--- src/sbm_pkg.sv ---
// Purpose: Shared constants for the SRAM bus sharing multiplexer
// Assumes: 16-bit data, address bits 23:1, eight input channels
// Notes:   Counts of cycles derive from the 40 MHz system clock
package sbm_pkg;
  // ----------------------------------------------------------------
  // Widths
  // ----------------------------------------------------------------
  localparam int SBM_DATA_W   = 16;
  localparam int SBM_ADDR_W   = 23;
  localparam int SBM_CHAN_N   = 8;
  localparam int SBM_CHAN_W   = 3;
  localparam int SBM_FIFO_D   = 16;
  // ----------------------------------------------------------------
  // Timing
  // ----------------------------------------------------------------
  localparam int SBM_CLK_MHZ       = 40;
  localparam int SBM_WR_PULSE_NS   = 50;
  localparam int SBM_WR_PULSE_CYC  =
    (SBM_WR_PULSE_NS * SBM_CLK_MHZ + 999) / 1000;
  // ----------------------------------------------------------------
  // Reset values
  // ----------------------------------------------------------------
  localparam logic SBM_SEL_RST     = 1'b0;
  localparam logic SBM_ACTIVE_RST  = 1'b0;
  localparam logic [SBM_ADDR_W-1:0] SBM_PTR_RST = 23'h000000;
  // Controller states, Gray from IDLE through LOAD, WAIT, WRITE and NEXT to DONE
  typedef enum logic [2:0]
  {
    SBM_IDLE  = 3'h0,
    SBM_LOAD  = 3'h1,
    SBM_WAIT  = 3'h3,
    SBM_WRITE = 3'h2,
    SBM_NEXT  = 3'h6,
    SBM_DONE  = 3'h7
  } sbm_state_t;
endpackage

--- src/sbm_ram.sv ---
// Purpose: Small word memory with registered read data
// Assumes: One write and one read port on the same clock
// Notes:   No reset on the array, only on the read register
`timescale 1ns/100ps
module sbm_ram
  import sbm_pkg::*;
#(
  parameter int WIDTH = 16,
  parameter int DEPTH = 16,
  parameter int AW    = $clog2(DEPTH)
)
(
  input  wire logic             i_clk,
  input  wire logic             i_reset_n,
  input  wire logic             i_we,
  input  wire logic [AW-1:0]    i_waddr,
  input  wire logic [WIDTH-1:0] i_wdata,
  input  wire logic [AW-1:0]    i_raddr,
  output logic      [WIDTH-1:0] o_rdata
);
  logic [WIDTH-1:0] mem [DEPTH];
  logic [WIDTH-1:0] rdata_r;

  // ----------------------------------------------------------------
  // Storage
  // ----------------------------------------------------------------
  // Array write, kept out of reset so it maps onto plain storage
  always_ff @(posedge i_clk)
  begin
    if (i_we)
    begin
      mem[i_waddr] <= i_wdata;
    end
  end

  // Registered read data
  always_ff @(posedge i_clk or negedge i_reset_n)
  begin
    if (!i_reset_n)
    begin
      rdata_r <= '0;
    end
    else
    begin
      rdata_r <= mem[i_raddr];
    end
  end

  assign o_rdata = rdata_r;
endmodule

--- src/sbm_fifo.sv ---
// Purpose: Result FIFO with valid and ready on both sides
// Assumes: Read data registered one cycle after the pointer moves
// Notes:   Show-ahead by prefetch into an output register
`timescale 1ns/100ps
module sbm_fifo
  import sbm_pkg::*;
#(
  parameter int WIDTH = 16,
  parameter int DEPTH = 16
)
(
  input  wire logic             i_clk,
  input  wire logic             i_reset_n,
  input  wire logic             i_valid,
  output logic                  o_ready,
  input  wire logic [WIDTH-1:0] i_data,
  output logic                  o_valid,
  input  wire logic             i_ready,
  output logic      [WIDTH-1:0] o_data
);
  localparam int AW = $clog2(DEPTH);

  initial
  begin
    if (DEPTH < 2 || (1 << AW) != DEPTH)
    begin
      $error("sbm_fifo: DEPTH must be a power of two");
    end
  end

  logic [AW:0]   wptr_r, wptr_nxt, rptr_r, rptr_nxt;
  logic          pend_r, pend_nxt;   // Read issued, data next cycle
  logic          oval_r, oval_nxt;
  logic [AW:0]   count;
  logic [AW-1:0] raddr;
  logic          push, pop, issue;

  // ----------------------------------------------------------------
  // Pointers and prefetch
  // ----------------------------------------------------------------
  // Count covers stored words not yet moved to the output stage
  always_comb
  begin
    count    = wptr_r - rptr_r;
    // One slot kept back: a write must never hit the word on show
    o_ready  = (count < (AW+1)'(DEPTH - 1));
    push     = i_valid && o_ready;
    pop      = oval_r && i_ready;
    // Issue when the output stage will be free when data lands
    issue    = (count != '0) && !pend_r && (!oval_r || pop);
    wptr_nxt = push  ? wptr_r + 1'b1 : wptr_r;
    rptr_nxt = issue ? rptr_r + 1'b1 : rptr_r;
    pend_nxt = issue;
    oval_nxt = pend_r ? 1'b1 : (pop ? 1'b0 : oval_r);
    // Re-read the word last issued so read data holds still
    raddr    = issue ? rptr_r[AW-1:0] : rptr_r[AW-1:0] - 1'b1;
  end

  always_ff @(posedge i_clk or negedge i_reset_n)
  begin
    if (!i_reset_n)
    begin
      wptr_r <= '0;
      rptr_r <= '0;
      pend_r <= 1'b0;
      oval_r <= 1'b0;
    end
    else
    begin
      wptr_r <= wptr_nxt;
      rptr_r <= rptr_nxt;
      pend_r <= pend_nxt;
      oval_r <= oval_nxt;
    end
  end

  sbm_ram #(.WIDTH(WIDTH), .DEPTH(DEPTH)) u_ram
  (
    .i_clk     (i_clk),
    .i_reset_n (i_reset_n),
    .i_we      (push),
    .i_waddr   (wptr_r[AW-1:0]),
    .i_wdata   (i_data),
    .i_raddr   (raddr),
    .o_rdata   (o_data)
  );

  assign o_valid = oval_r;
endmodule

--- src/sbm_top.sv ---
// Purpose: Shares one external SRAM and flash bus between a host
//          and the on-chip converter interface
// Assumes: Host strobes arrive from pins and are not synchronised;
//          result words come from converter logic on this clock
// Notes:   Host pass-through paths are combinational so host cycles
//          keep their own timing; only ownership decisions sync.
`timescale 1ns/100ps
module sbm_top
  import sbm_pkg::*;
#(
  parameter int CHAN_N = SBM_CHAN_N,
  parameter int ADDR_W = SBM_ADDR_W,
  parameter int DATA_W = SBM_DATA_W,
  parameter int FIFO_D = SBM_FIFO_D
)
(
  input  wire logic                     I_CLK_SYS,
  input  wire logic                     I_RESET_N,
  // Converter side: run request, per-channel windows, result stream
  input  wire logic                     I_START,
  input  wire logic [CHAN_N-1:0]        I_CHAN_EN,
  input  wire logic [CHAN_N*ADDR_W-1:0] I_CHAN_START,
  input  wire logic [CHAN_N*ADDR_W-1:0] I_CHAN_HIGH,
  input  wire logic                     I_RESULT_VALID,
  output logic                          O_RESULT_READY,
  input  wire logic [DATA_W-1:0]        I_RESULT_DATA,
  output logic [SBM_CHAN_W-1:0]         O_CHANNEL,
  output logic                          O_BUSY,
  output logic                          O_DONE,
  // Host expansion bus
  input  wire logic [DATA_W-1:0]        I_HOST_DATA_BUS,
  output logic [DATA_W-1:0]             O_HOST_DATA_BUS,
  output logic                          O_HOST_DATA_BUS_OE_N,
  input  wire logic [ADDR_W:1]          I_HOST_ADDRESS_BUS,
  input  wire logic                     I_HOST_FLASH_SELECT_N,
  input  wire logic                     I_HOST_MEM_SELECT_IN_N,
  input  wire logic                     I_HOST_WR_STROBE_IN_N,
  input  wire logic                     I_HOST_RD_STROBE_IN_N,
  // Memory side bus
  input  wire logic [DATA_W-1:0]        I_MEM_DATA,
  output logic [DATA_W-1:0]             O_MEM_DATA,
  output logic                          O_MEM_DATA_OE_N,
  output logic [ADDR_W:1]               O_MEM_ADDRESS,
  output logic                          O_MEM_SELECT_OUT_N,
  output logic                          O_MEM_WR_STROBE_OUT_N,
  output logic                          O_MEM_RD_STROBE_OUT_N,
  output logic                          O_FLASH_SELECT_N
);
  initial
  begin
    if (CHAN_N != SBM_CHAN_N || ADDR_W != SBM_ADDR_W)
    begin
      $error("sbm_top: channel count and address width are fixed");
    end
  end

  // ----------------------------------------------------------------
  // Declarations
  // ----------------------------------------------------------------
  sbm_state_t               state_r, state_nxt;
  logic                     mux_sel_r, mux_sel_nxt;
  logic                     converter_active_drive_r;
  logic                     converter_active_drive_nxt;
  logic [ADDR_W-1:0]        result_write_pointer_r;
  logic [ADDR_W-1:0]        result_write_pointer_nxt;
  logic [ADDR_W-1:0]        limit_r, limit_nxt;
  logic [SBM_CHAN_W-1:0]    chan_r, chan_nxt;
  logic [DATA_W-1:0]        result_word_r, result_word_nxt;
  logic [3:0]               pulse_r, pulse_nxt;
  logic                     converter_mem_select_n;
  logic                     converter_wr_n;
  logic                     converter_rd_n;
  logic                     fifo_valid, fifo_ready;
  logic [DATA_W-1:0]        fifo_data;
  logic                     start_s1_r, start_s2_r, start_s3_r;
  logic [CHAN_N-1:0]        en_s1_r, en_s2_r;
  logic                     mem_write_drive;
  logic                     host_read_drive;
  logic                     found;
  logic [SBM_CHAN_W-1:0]    found_chan;

  // Next enabled channel at or after a given index
  function automatic logic [SBM_CHAN_W:0] next_chan
  (
    input logic [CHAN_N-1:0]     en,
    input logic [SBM_CHAN_W-1:0] from
  );
    logic [SBM_CHAN_W:0] res;
    res = '0;
    for (int k = CHAN_N - 1; k >= 0; k--)
    begin
      if (en[k] && k >= int'(from))
      begin
        res = {1'b1, SBM_CHAN_W'(k)};
      end
    end
    return res;
  endfunction

  // Slice one channel's window value out of a packed vector
  function automatic logic [ADDR_W-1:0] chan_field
  (
    input logic [CHAN_N*ADDR_W-1:0] vec,
    input logic [SBM_CHAN_W-1:0]    idx
  );
    return vec[idx*ADDR_W +: ADDR_W];
  endfunction

  // ----------------------------------------------------------------
  // Input synchronisers
  // ----------------------------------------------------------------
  // Start and channel enables arrive asynchronously from outside; the
  // third start stage only serves edge detection, never the first
  always_ff @(posedge I_CLK_SYS or negedge I_RESET_N)
  begin
    if (!I_RESET_N)
    begin
      start_s1_r <= 1'b0;
      start_s2_r <= 1'b0;
      start_s3_r <= 1'b0;
      en_s1_r    <= '0;
      en_s2_r    <= '0;
    end
    else
    begin
      start_s1_r <= I_START;
      start_s2_r <= start_s1_r;
      start_s3_r <= start_s2_r;
      en_s1_r    <= I_CHAN_EN;
      en_s2_r    <= en_s1_r;
    end
  end

  // ----------------------------------------------------------------
  // Result FIFO
  // ----------------------------------------------------------------
  // Buffers results so the converter waits on a write pulse only when the FIFO is full
  sbm_fifo #(.WIDTH(DATA_W), .DEPTH(FIFO_D)) u_fifo
  (
    .i_clk     (I_CLK_SYS),
    .i_reset_n (I_RESET_N),
    .i_valid   (I_RESULT_VALID),
    .o_ready   (O_RESULT_READY),
    .i_data    (I_RESULT_DATA),
    .o_valid   (fifo_valid),
    .i_ready   (fifo_ready),
    .o_data    (fifo_data)
  );

  // ----------------------------------------------------------------
  // Ownership controller
  // ----------------------------------------------------------------
  // Next state, pointer and ownership
  always_comb
  begin
    state_nxt                  = state_r;
    mux_sel_nxt                = mux_sel_r;
    converter_active_drive_nxt = converter_active_drive_r;
    result_write_pointer_nxt   = result_write_pointer_r;
    limit_nxt                  = limit_r;
    chan_nxt                   = chan_r;
    result_word_nxt            = result_word_r;
    pulse_nxt                  = pulse_r;
    fifo_ready                 = 1'b0;
    {found, found_chan}        = next_chan(en_s2_r, chan_r);
    unique case (state_r)
      SBM_IDLE:
      begin
        chan_nxt = '0;
        if (start_s2_r && !start_s3_r && en_s2_r != '0)
        begin
          state_nxt                  = SBM_LOAD;
          mux_sel_nxt                = 1'b1;
          converter_active_drive_nxt = 1'b1;
        end
      end
      SBM_LOAD:
      begin
        if (found)
        begin
          chan_nxt                 = found_chan;
          result_write_pointer_nxt =
            chan_field(I_CHAN_START, found_chan);
          limit_nxt = chan_field(I_CHAN_HIGH, found_chan);
          state_nxt = SBM_WAIT;
        end
        else
        begin
          state_nxt = SBM_DONE;
        end
      end
      SBM_WAIT:
      begin
        fifo_ready = 1'b1;
        if (fifo_valid)
        begin
          result_word_nxt = fifo_data;
          pulse_nxt       = 4'(SBM_WR_PULSE_CYC);
          state_nxt       = SBM_WRITE;
        end
      end
      SBM_WRITE:
      begin
        // Strobes stay low for the pulse count
        pulse_nxt = pulse_r - 4'h1;
        if (pulse_r == 4'h1)
        begin
          state_nxt = SBM_NEXT;
        end
      end
      SBM_NEXT:
      begin
        // Stop this channel at its upper address
        if (result_write_pointer_r == limit_r)
        begin
          if (chan_r == SBM_CHAN_W'(CHAN_N - 1))
          begin
            state_nxt = SBM_DONE;
          end
          else
          begin
            chan_nxt  = chan_r + 1'b1;
            state_nxt = SBM_LOAD;
          end
        end
        else
        begin
          result_write_pointer_nxt =
            result_write_pointer_r + 1'b1;
          state_nxt = SBM_WAIT;
        end
      end
      SBM_DONE:
      begin
        // Only state where the host regains the bus, apart from reset
        mux_sel_nxt                = 1'b0;
        converter_active_drive_nxt = 1'b0;
        state_nxt                  = SBM_IDLE;
      end
      default:
      begin
        state_nxt = SBM_IDLE;
      end
    endcase
  end

  // Register group; reset hands the bus to the host
  always_ff @(posedge I_CLK_SYS or negedge I_RESET_N)
  begin
    if (!I_RESET_N)
    begin
      state_r                  <= SBM_IDLE;
      mux_sel_r                <= SBM_SEL_RST;
      converter_active_drive_r <= SBM_ACTIVE_RST;
      result_write_pointer_r   <= SBM_PTR_RST;
      limit_r                  <= SBM_PTR_RST;
      chan_r                   <= '0;
      result_word_r            <= '0;
      pulse_r                  <= 4'h0;
    end
    else
    begin
      state_r                  <= state_nxt;
      mux_sel_r                <= mux_sel_nxt;
      converter_active_drive_r <= converter_active_drive_nxt;
      result_write_pointer_r   <= result_write_pointer_nxt;
      limit_r                  <= limit_nxt;
      chan_r                   <= chan_nxt;
      result_word_r            <= result_word_nxt;
      pulse_r                  <= pulse_nxt;
    end
  end

  // ----------------------------------------------------------------
  // Converter memory strobes
  // ----------------------------------------------------------------
  // Select, write and read strobes fall together while storing
  always_comb
  begin
    converter_mem_select_n = (state_r != SBM_WRITE);
    converter_wr_n         = (state_r != SBM_WRITE);
    converter_rd_n         = (state_r != SBM_WRITE);
  end

  // ----------------------------------------------------------------
  // Bus multiplexers
  // ----------------------------------------------------------------
  // Host strobes pass straight through so host timing is kept;
  // the SRAM decodes the cycle from select and strobes
  always_comb
  begin
    // Data and address sources
    O_MEM_DATA    = mux_sel_r ? result_word_r : I_HOST_DATA_BUS;
    O_MEM_ADDRESS = mux_sel_r ? result_write_pointer_r
                              : I_HOST_ADDRESS_BUS;
    // Control lines follow the host again once select drops
    O_MEM_SELECT_OUT_N = mux_sel_r ? converter_mem_select_n
                                   : I_HOST_MEM_SELECT_IN_N;
    O_MEM_WR_STROBE_OUT_N = mux_sel_r ? converter_wr_n
                                      : I_HOST_WR_STROBE_IN_N;
    O_MEM_RD_STROBE_OUT_N = mux_sel_r ? converter_rd_n
                                      : I_HOST_RD_STROBE_IN_N;
    O_FLASH_SELECT_N = mux_sel_r ? 1'b1 : I_HOST_FLASH_SELECT_N;
    // Write drive: forced by converter, else host write cycle
    mem_write_drive = converter_active_drive_r
                    || (!I_HOST_WR_STROBE_IN_N
                        && (!I_HOST_FLASH_SELECT_N
                            || !I_HOST_MEM_SELECT_IN_N));
    O_MEM_DATA_OE_N = !mem_write_drive;
    // Host read drive; either region may be read
    host_read_drive = !I_HOST_RD_STROBE_IN_N
                    && (!I_HOST_FLASH_SELECT_N
                        || !I_HOST_MEM_SELECT_IN_N);
    O_HOST_DATA_BUS_OE_N = !host_read_drive;
    O_HOST_DATA_BUS      = I_MEM_DATA;
  end

  // Status toward the converter side
  assign O_CHANNEL = chan_r;
  assign O_BUSY    = mux_sel_r;
  assign O_DONE    = (state_r == SBM_DONE);
endmodule

--- config.mk ---
export PLATFORM = sky130hd
export DESIGN_NAME = sbm_top
export DESIGN_NICKNAME = d
export VERILOG_FILES = /design/src/sbm_pkg.sv /design/src/sbm_ram.sv /design/src/sbm_fifo.sv /design/src/sbm_top.sv
export SDC_FILE = /design/constraint.sdc
export NUM_CORES = 1
export LEC_CHECK = 0
export ABC_AREA = 0
export BUFFER_PORTS_ARGS = -buffer_cell sky130_fd_sc_hd__buf_2
export CORE_AREA = 2 2 206 208
export CTS_CLUSTER_SIZE = 16
export DETAILED_ROUTE_END_ITERATION = 16
export DIE_AREA = 0 0 208 210
export GPL_TIMING_DRIVEN = 0
export PLACE_DENSITY = 0.77
export SLEW_MARGIN = 20
export SYNTH_ARGS = -nofsm -noshare
export SYNTH_HDL_FRONTEND = slang
export SYNTH_SLANG_ARGS = --single-unit
--- constraint.sdc ---
create_clock -name I_CLK_SYS -period 3.85 [get_ports I_CLK_SYS]
set_input_delay 0.77 -clock I_CLK_SYS [delete_from_list [all_inputs] [get_ports I_CLK_SYS]]
set_output_delay 0.77 -clock I_CLK_SYS [all_outputs]
set_load 0.02 [all_outputs]
Word level (Yosys, flattened, before mapping)
Memories as Yosys holds them, arrays and structs flattened. A register that Yosys moved wholly into a read port is not among the register bits.
Cells that the tools add are included.
{ "word_totals": {"register_bits": 104, "input_bits": 455, "wordCells": 132, "n_memories": 1, "out_inout_bits": 67, "ram_bits": 256} }
{ "mem_list": {"columns": ["memory", "words", "word_bits", "rd", "rd_ports_with_merged_regs", "write_ports", "line", "text"], "rows": [
  ["u_fifo.u_ram.mem", 16, 16, 1, 1, 1, "sbm_ram.sv:21", "logic [WIDTH-1:0] mem [DEPTH];"]
]} }
{ "classes": {"addsub": 7, "n_reduce_logical": 43, "n_eq_ne": 16, "magnitude_cmp": 8, "n_shift": 2, "n_mux": 38, "mul": 1} }
{ "op_table": {"columns": ["cell", "n"], "rows": [
  ["$shiftx A184 B9 Y23", 2],
  ["$mux W23", 3],
  ["$pmux W23 S2", 1],
  ["$mux W4", 10],
  ["$mux W3", 9],
  ["$add A23 B1 Y23 const B", 1],
  ["$eq A23 B23 Y1", 1],
  ["$mux W16", 1],
  ["$logic_and A1 B1 Y1", 15],
  ["$pmux W3 S5", 1],
  ["$ne A2 B2 Y1 const B", 6],
  ["$add A5 B1 Y5 const B", 2],
  ["$logic_not A1 Y1", 10],
  ["$mux W1", 10],
  ["$eq A3 B3 Y1 const B", 3],
  ["$ge A3 B3 Y1 const A", 3],
  ["$pmux W3 S3", 1],
  ["$mul A3 B5 Y8 const B", 1],
  ["$pmux W4 S2", 1],
  ["$reduce_and A2 Y1", 4],
  ["$reduce_bool A2 Y1", 4],
  ["$reduce_bool A8 Y1", 1],
  ["$sub A4 B1 Y4 const B", 2],
  ["$eq A3 B2 Y1 const B", 2],
  ["16 further kinds", 21]
]} }

Logic depth before layout (Yosys ltp)
{ "depth": {"ltp_word": 13, "ltp_mapped": 16, "ltp_nobuf": 12} }

Hierarchy
From an unflattened synthesis, not the netlist that was laid out.
{ "hier_totals": {"cells_unflattened": 1488, "hier_area_um2": 19079.5} }
{ "modules_own_cells": {"columns": ["module", "n_inst", "seq_area_each_um2", "area_per_inst_um2", "cells_each"], "rows": [
  ["sbm_ram", 1, 8087.8, 10122.2, 432],
  ["sbm_top", 1, 2302.2, 8180.3, 985],
  ["sbm_fifo", 1, 300.3, 777.0, 71]
]} }

Worst setup path after synthesis
No wires, ideal clock.
{ "synth_timing": {"path_type": "register to register", "startpoint": "register u_fifo.wptr_r[0]", "endpoint": "memory u_fifo.u_ram.mem[3][0], enable pin", "synth_period_minus_slack_ns": 3.648, "slack_ns": 0.202, "t_arrival_ns": 3.274, "required_time_ns": 3.476, "setup_time_ns": 0.374, "stages_incl_launch_ff": 13, "n_path_buf": 1, "path_cell_list": "dfrtp_1 > inv_1 > ha_1 > inv_1 > fa_1 > a21o_1 > a21oi_2 > xnor2_2 > a41oi_1 > and2_1 > clkbuf_1 > nor3b_1 > and2_1"} }
{ "synth_between": {"elab_chain_cells": 5} }
{ "synth_lines": {"columns": ["element", "line", "text"], "rows": [
  ["from (decl)", "sbm_fifo.sv:31", "logic [AW:0] wptr_r, wptr_nxt, rptr_r, rptr_nxt;"],
  ["from (signal assigned)", "sbm_fifo.sv:70", "wptr_r <= wptr_nxt;"],
  ["$sub A5 B5 Y5", "sbm_fifo.sv:44", "count = wptr_r - rptr_r;"],
  ["$lt A5 B4 Y1", "sbm_fifo.sv:46", "o_ready = (count < (AW+1)'(DEPTH - 1));"],
  ["via O_RESULT_READY", "sbm_top.sv:25", "output logic O_RESULT_READY,"],
  ["$logic_and A1 B1 Y1", "sbm_fifo.sv:47", "push = i_valid && o_ready;"],
  ["$mux W1", "sbm_ram.sv:30", "if (i_we)"],
  ["$mux W1 (implied by the code)", "sbm_ram.sv:32", "mem[i_waddr] <= i_wdata;"],
  ["to (decl)", "sbm_ram.sv:21", null]
]} }
The timed path passes the listed nets, and every way through them passes these cells.

Worst setup path in the final report
{ "layout_timing": {"startpoint": "register chan_r[1] (netlist: O_CHANNEL[1])", "endpoint": "register limit_r[0]"} }
{ "layout_between": {"elab_chain_cells": 11, "word_cells_on_any_way": 24, "classes_between": "1 x mul; 7 x order compare; 1 x shift; 7 x mux; 8 x reduce/logical"} }
{ "layout_lines": {"columns": ["element", "line", "text"], "rows": [
  ["from (decl)", "sbm_top.sv:67", "logic [SBM_CHAN_W-1:0] chan_r, chan_nxt;"],
  ["from (signal assigned)", "sbm_top.sv:268", "chan_r <= chan_nxt;"],
  ["$ge A3 B3 Y1", "sbm_top.sv:92", "if (en[k] && k >= int'(from))"],
  ["$logic_and A1 B1 Y1", "sbm_top.sv:92", null],
  ["$mux W4 (6 in a row)", "sbm_top.sv:92", null],
  ["$mux W4 (*)", "sbm_top.sv:92", null],
  ["$mul A3 B5 Y8", "sbm_top.sv:106", "return vec[idx*ADDR_W +: ADDR_W];"],
  ["$shiftx A184 B9 Y23", "sbm_top.sv:106", null],
  ["to (signal assigned)", "sbm_top.sv:267", "limit_r <= limit_nxt;"],
  ["to (decl)", "sbm_top.sv:66", "logic [ADDR_W-1:0] limit_r, limit_nxt;"]
]} }
Mark *: on every way between the ends. The rest lies on a longest branch, timed or not.
A chain may end at the register's enable or synchronous reset.

==> reports/qor_table.md <==
| Metric | Reported | Unit |
| --- | --- | --- |
| TritonCTS Sinks | 376 | - |
| Worst stage delay on the critical path | 0.60 | ns |
| IO buf count | 505 | - |
| Final Net Count | 3008 | - |
| Routed wirelength normalized by instance count | 28.00 | microns |
| Data required time of the critical path | 4.24 | ns |
| Ratio of final minimum period to clock period | 0.9814 | - |
| Startpoint kind of the worst setup timing path | flip-flop | - |
| Number of buffers created by CTS | 40 | - |
| Ports placed on the boundary | 522 | - |
| Leading post-synthesis cells by cell area | sky130_fd_sc_hd__edfxtp_1 (36%), sky130_fd_sc_hd__dfrtp_1 (14%), sky130_fd_sc_hd__mux4_2 (6.7%), sky130_fd_sc_hd__mux2_2 (6.2%), sky130_fd_sc_hd__nand2_1 (6.1%) | - |
| Number of global-route vias before repair | 19160 | - |
| EDFF count, synth | 256 | - |
| Largest buffer count on any clock path | 3 | - |
| Clock network power share | 0.160 | - |
| Core area | 41480 | sq um |
| FF+latch count, synth | 376 | - |
| Cell Pwr Density | 904.8 | nW/um^2 |
| Library cell with the largest summed area after synthesis | sky130_fd_sc_hd__edfxtp_1 | - |
| Crit path DAT | 4.17 | ns |
| Clock tree from TritonCTS | done | - |
| FF-to-FF path depth | 11 | - |
| Hold_buf cts | 0 | - |
| H-tree levels | 2 | - |
| Fin Clk Skew | 0.02263 | ns |
| Nets in the synthesized netlist | 2454 | - |
| Final max-slew violation count | 0 | - |
| Worst hold-check path type | in -> async | - |
| Post-synthesis instance area | 21200 | sq um |
| IR drop worst, VDD | 0.5972 | mV |
| Predominant post-synthesis flop cell | sky130_fd_sc_hd__edfxtp_1 | - |
| Detail Route Antenna Nets | 0 | - |
| Worst hold slack | 0.1317 | ns |
| Clock-pin slew reported for the worst setup and hold paths after clock tree synthesis | 0.06 | ns |
| Worst path slowest cell | sky130_fd_sc_hd__o21ai_0 | - |
| Initial Util | 0.5110 | - |
| Average size of a mapped cell | 10.70 | sq um |
| Outcome | finished, final reports clean | - |
| Ratio of cells with drive above 1 in the final layout | 0.3448 | - |
| Worst slew margin relative to its limit | 0.3641 | - |
| Final Total Pwr | 23.44 | mW |
| Vias per Instance | 6.369 | - |
| Area fraction of the dominant cell type after synthesis | 0.3627 | - |
| Die Width | 208 | microns |
| Maximum number of pins on one net before global-route repair | 78 | - |
| Vias | 19810 | - |
| Share of total power consumed by net switching | 0.4777 | - |
| Sw power | 11.20 | mW |
| Maximum fanout along the worst path | 10 | - |
| Endpoints failing setup | 0 | - |
| Part of the Yosys area used for sequential elements | 0.5043 | - |
| Antenna violations before repair | 8 | - |
| Y dimension of the die | 210 | microns |
| Die outline area | 43680 | sq um |
| Max capacitance violation total | 0 | - |
| Post-synthesis instance total | 1981 | - |
| Unrepaired setup endpoints after global routing | true | - |
| Least-Margin Pin Slew | 0.9539 | ns |
| DRT Wirelength | 87.09 | mm |
| Post-synthesis async set-or-reset flop share | 0.3191 | - |
| Worst slack, placed | -0.4020 | ns |
| GR Util All Layers | 0.3851 | - |
| Min setup slack post-route | 0.07178 | ns |
| Unique cell type count in the Yosys netlist | 82 | - |
| Cells along the critical path | inv_1 > ha_1 > o21bai_1 > a32oi_1 > a21oi_1 > a21oi_2 > clkbuf_2 > buf_1 > a21oi_1 > o21ai_0 > nand3_1 | - |
| HPWL after DPL | 66.50 | mm |
| Finished Cell Area | 25910 | sq um |
| Overflow left after global routing | 0 | - |
| 1st-pass router iterations | 6 | - |
| Starting DRC count in detailed routing | 2417 | - |
| Internal power | 12.24 | mW |
| Static leakage | 10.52 | nW |
| Area growth from synthesis to layout | 22.24 | % |
| Hold Violations, Final | 0 | - |
| Part of the power in registers | 0.255 | - |
| Library cell appearing most often on the critical path | sky130_fd_sc_hd__a21oi_1 | - |
| FP Rows | 75 | - |
| Placed instance area | 24430 | sq um |
| Critical path endpoint category | flip-flop | - |
| Yosys warning total | 0 | - |
| Final GP Congestion | 1.009 | - |
| Buffer type at the clock tree root | sky130_fd_sc_hd__clkbuf_16 | - |
| Logic gate share of total power | 0.586 | - |
| Number of design rule violations left after detail routing | 0 | - |
| Shortest clock period the worst path allows after layout | 3.778 | ns |
| Clock insertion delay at the later pin of the skew report | 0.56 | ns |
| Peak clock frequency supported by timing | 0.2647 | GHz |
| Kind of critical path | reg -> reg | - |
| First-pass GRT wire length | 124.1 | mm |
## cells in the mapped netlist, types with 4 or more instances
cell type	number
sky130_fd_sc_hd__mux2i_1	21
sky130_fd_sc_hd__nand3_1	86
sky130_fd_sc_hd__mux4_2	63
sky130_fd_sc_hd__nand4_1	25
sky130_fd_sc_hd__mux2_2	116
sky130_fd_sc_hd__xnor2_1	11
sky130_fd_sc_hd__nand2_1	344
sky130_fd_sc_hd__o211ai_1	35
sky130_fd_sc_hd__o22ai_1	55
sky130_fd_sc_hd__a21o_1	4
sky130_fd_sc_hd__inv_1	16
sky130_fd_sc_hd__nor4_1	7
sky130_fd_sc_hd__a21oi_1	175
sky130_fd_sc_hd__a31oi_1	13
sky130_fd_sc_hd__buf_1	22
sky130_fd_sc_hd__ha_1	17
sky130_fd_sc_hd__a221o_1	8
sky130_fd_sc_hd__o21a_1	5
sky130_fd_sc_hd__nor3_1	14
sky130_fd_sc_hd__nand3b_1	5
sky130_fd_sc_hd__clkbuf_1	74
sky130_fd_sc_hd__nor2b_1	6
sky130_fd_sc_hd__a211oi_1	7
sky130_fd_sc_hd__a311oi_1	4
sky130_fd_sc_hd__xor2_1	27
sky130_fd_sc_hd__nor2_1	101
sky130_fd_sc_hd__o21ai_0	82
sky130_fd_sc_hd__a41oi_1	4
sky130_fd_sc_hd__buf_4	21
sky130_fd_sc_hd__and2_1	19
sky130_fd_sc_hd__and3_1	19
sky130_fd_sc_hd__edfxtp_1	256
sky130_fd_sc_hd__dfrtp_1	120
sky130_fd_sc_hd__o221a_2	15
sky130_fd_sc_hd__a21boi_0	4
sky130_fd_sc_hd__a221oi_1	16
sky130_fd_sc_hd__or3_1	51
sky130_fd_sc_hd__a22oi_1	8
sky130_fd_sc_hd__nand2b_1	7
sky130_fd_sc_hd__buf_2	39
## cells in the final DEF (no fill, tap or decap), drive strengths merged, types with 63 or more instances in the layout
cell    Yosys  routed
a21oi     177     177
buf        85     595
mux2      116     116
dfrtp     120     120
mux4       63      63
clkbuf     74     128
nand2     344     344
edfxtp    256     256
nand3      87      87
nor2      103     103
o21ai      83      83
## state kept, by name (all words and copies together), names as in the netlist
register                  count
O_CHANNEL                     3
converter_active_drive_r      1
en_s1_r                       8
en_s2_r                       8
limit_r                      23
pulse_r                       4
result_word_r                16
result_write_pointer_r       23
start_s1_r                    1
start_s2_r                    1
start_s3_r                    1
state_r                       3
u_fifo.o_valid                1
u_fifo.pend_r                 1
u_fifo.rptr_r                 5
u_fifo.u_ram.mem            256
u_fifo.u_ram.o_rdata         16
u_fifo.wptr_r                 5
## per-layer routing
metal	track usage	vias to the layer above	wire (microns)
met2	0.6535	1349	42680
met3	0.06570	221	8271
met5	0	-	34
met4	0.1864	6	4758
met1	0.4815	9670	31350
li1	-	8562	-
## worst max-delay path: cells and delay by family (launching register included)
kind / cells / cell delay, ns
simple gates: 1 / 0.15
buf+inv: 3 / 1.09
flops: 1 / 0.52
compound gates: 6 / 1.60
fa+ha+maj: 1 / 0.25
## final timing paths
path	startpoint	end	slack [ns]
worst max-delay path	O_CHANNEL[1]	limit_r[0]	0.07
worst min-delay path	I_RESET_N	result_word_r[0]	0.13
worst max register to register	O_CHANNEL[1]	limit_r[0]	0.07
worst min register to register	en_s1_r[4]	en_s2_r[4]	0.35
max in group asynchronous	I_RESET_N	u_fifo.wptr_r[0]	2.93
min in group I_CLK_SYS	I_CHAN_EN[5]	en_s1_r[5]	0.33
## metrics by stage
step | setup TNS (ns) | instances | util
CTS | 0 | 3100 | 0.6211
floorplan | 0 | 1981 | -
global placement | -39.75 | 3025 | 0.5882
finish | 0 | 3110 | 0.6247
detailed placement | -64.13 | 3026 | 0.5891
global route | -8.025 | 3109 | 0.6246
## cell type report
class | instances | area, sq um
clock inverter | 21 | 172.7
fill | 3365 | 15570
tap | 539 | 674.4
clock buffer | 53 | 1101
buffer | 157 | 795.8
timing repair buffer | 514 | 2631
sequential | 376 | 10690
multi-input combinational | 1428 | 9768
inverter | 18 | 67.56
antenna | 4 | 10.01
## logic make-up (layout without fill, tap and decap cells)
family | after synthesis | count (layout) | share of synthesized area
AOI/OAI and AO/OA | 466 | 466 | 0.1388
xor gates and xnor gates | 39 | 39 | 0.01647
adders and majority gates | 18 | 18 | 0.01098
buffers and inverters | 177 | 763 | 0.03843
DFF | 376 | 376 | 0.5043
muxes | 200 | 200 | 0.1385
other | 0 | 4 | 0
and+or+nand+nor | 705 | 705 | 0.1525
## power groups by stage
stage / clock [mW] / combinational, mW / sequential (mW)
6_report: 3.74 / 13.7 / 5.97
5_1_grt: 3.90 / 14.5 / 6.01
4_1_cts: 3.75 / 13.2 / 5.93
3_5_place_dp: 0 / 13.1 / 6.01
3_3_place_gp: 0 / 12.8 / 5.97
2_1_floorplan: 0 / 8.73 / 5.64
## repair_timing
action | CTS | global route
setup buffers | 0 | 7
resized for setup | 35 | 43
gates cloned | 0 | 1
pin swaps | 4 | 10
setup endpoints to repair | 299 | 224
(Power assumes the default switching activity.)
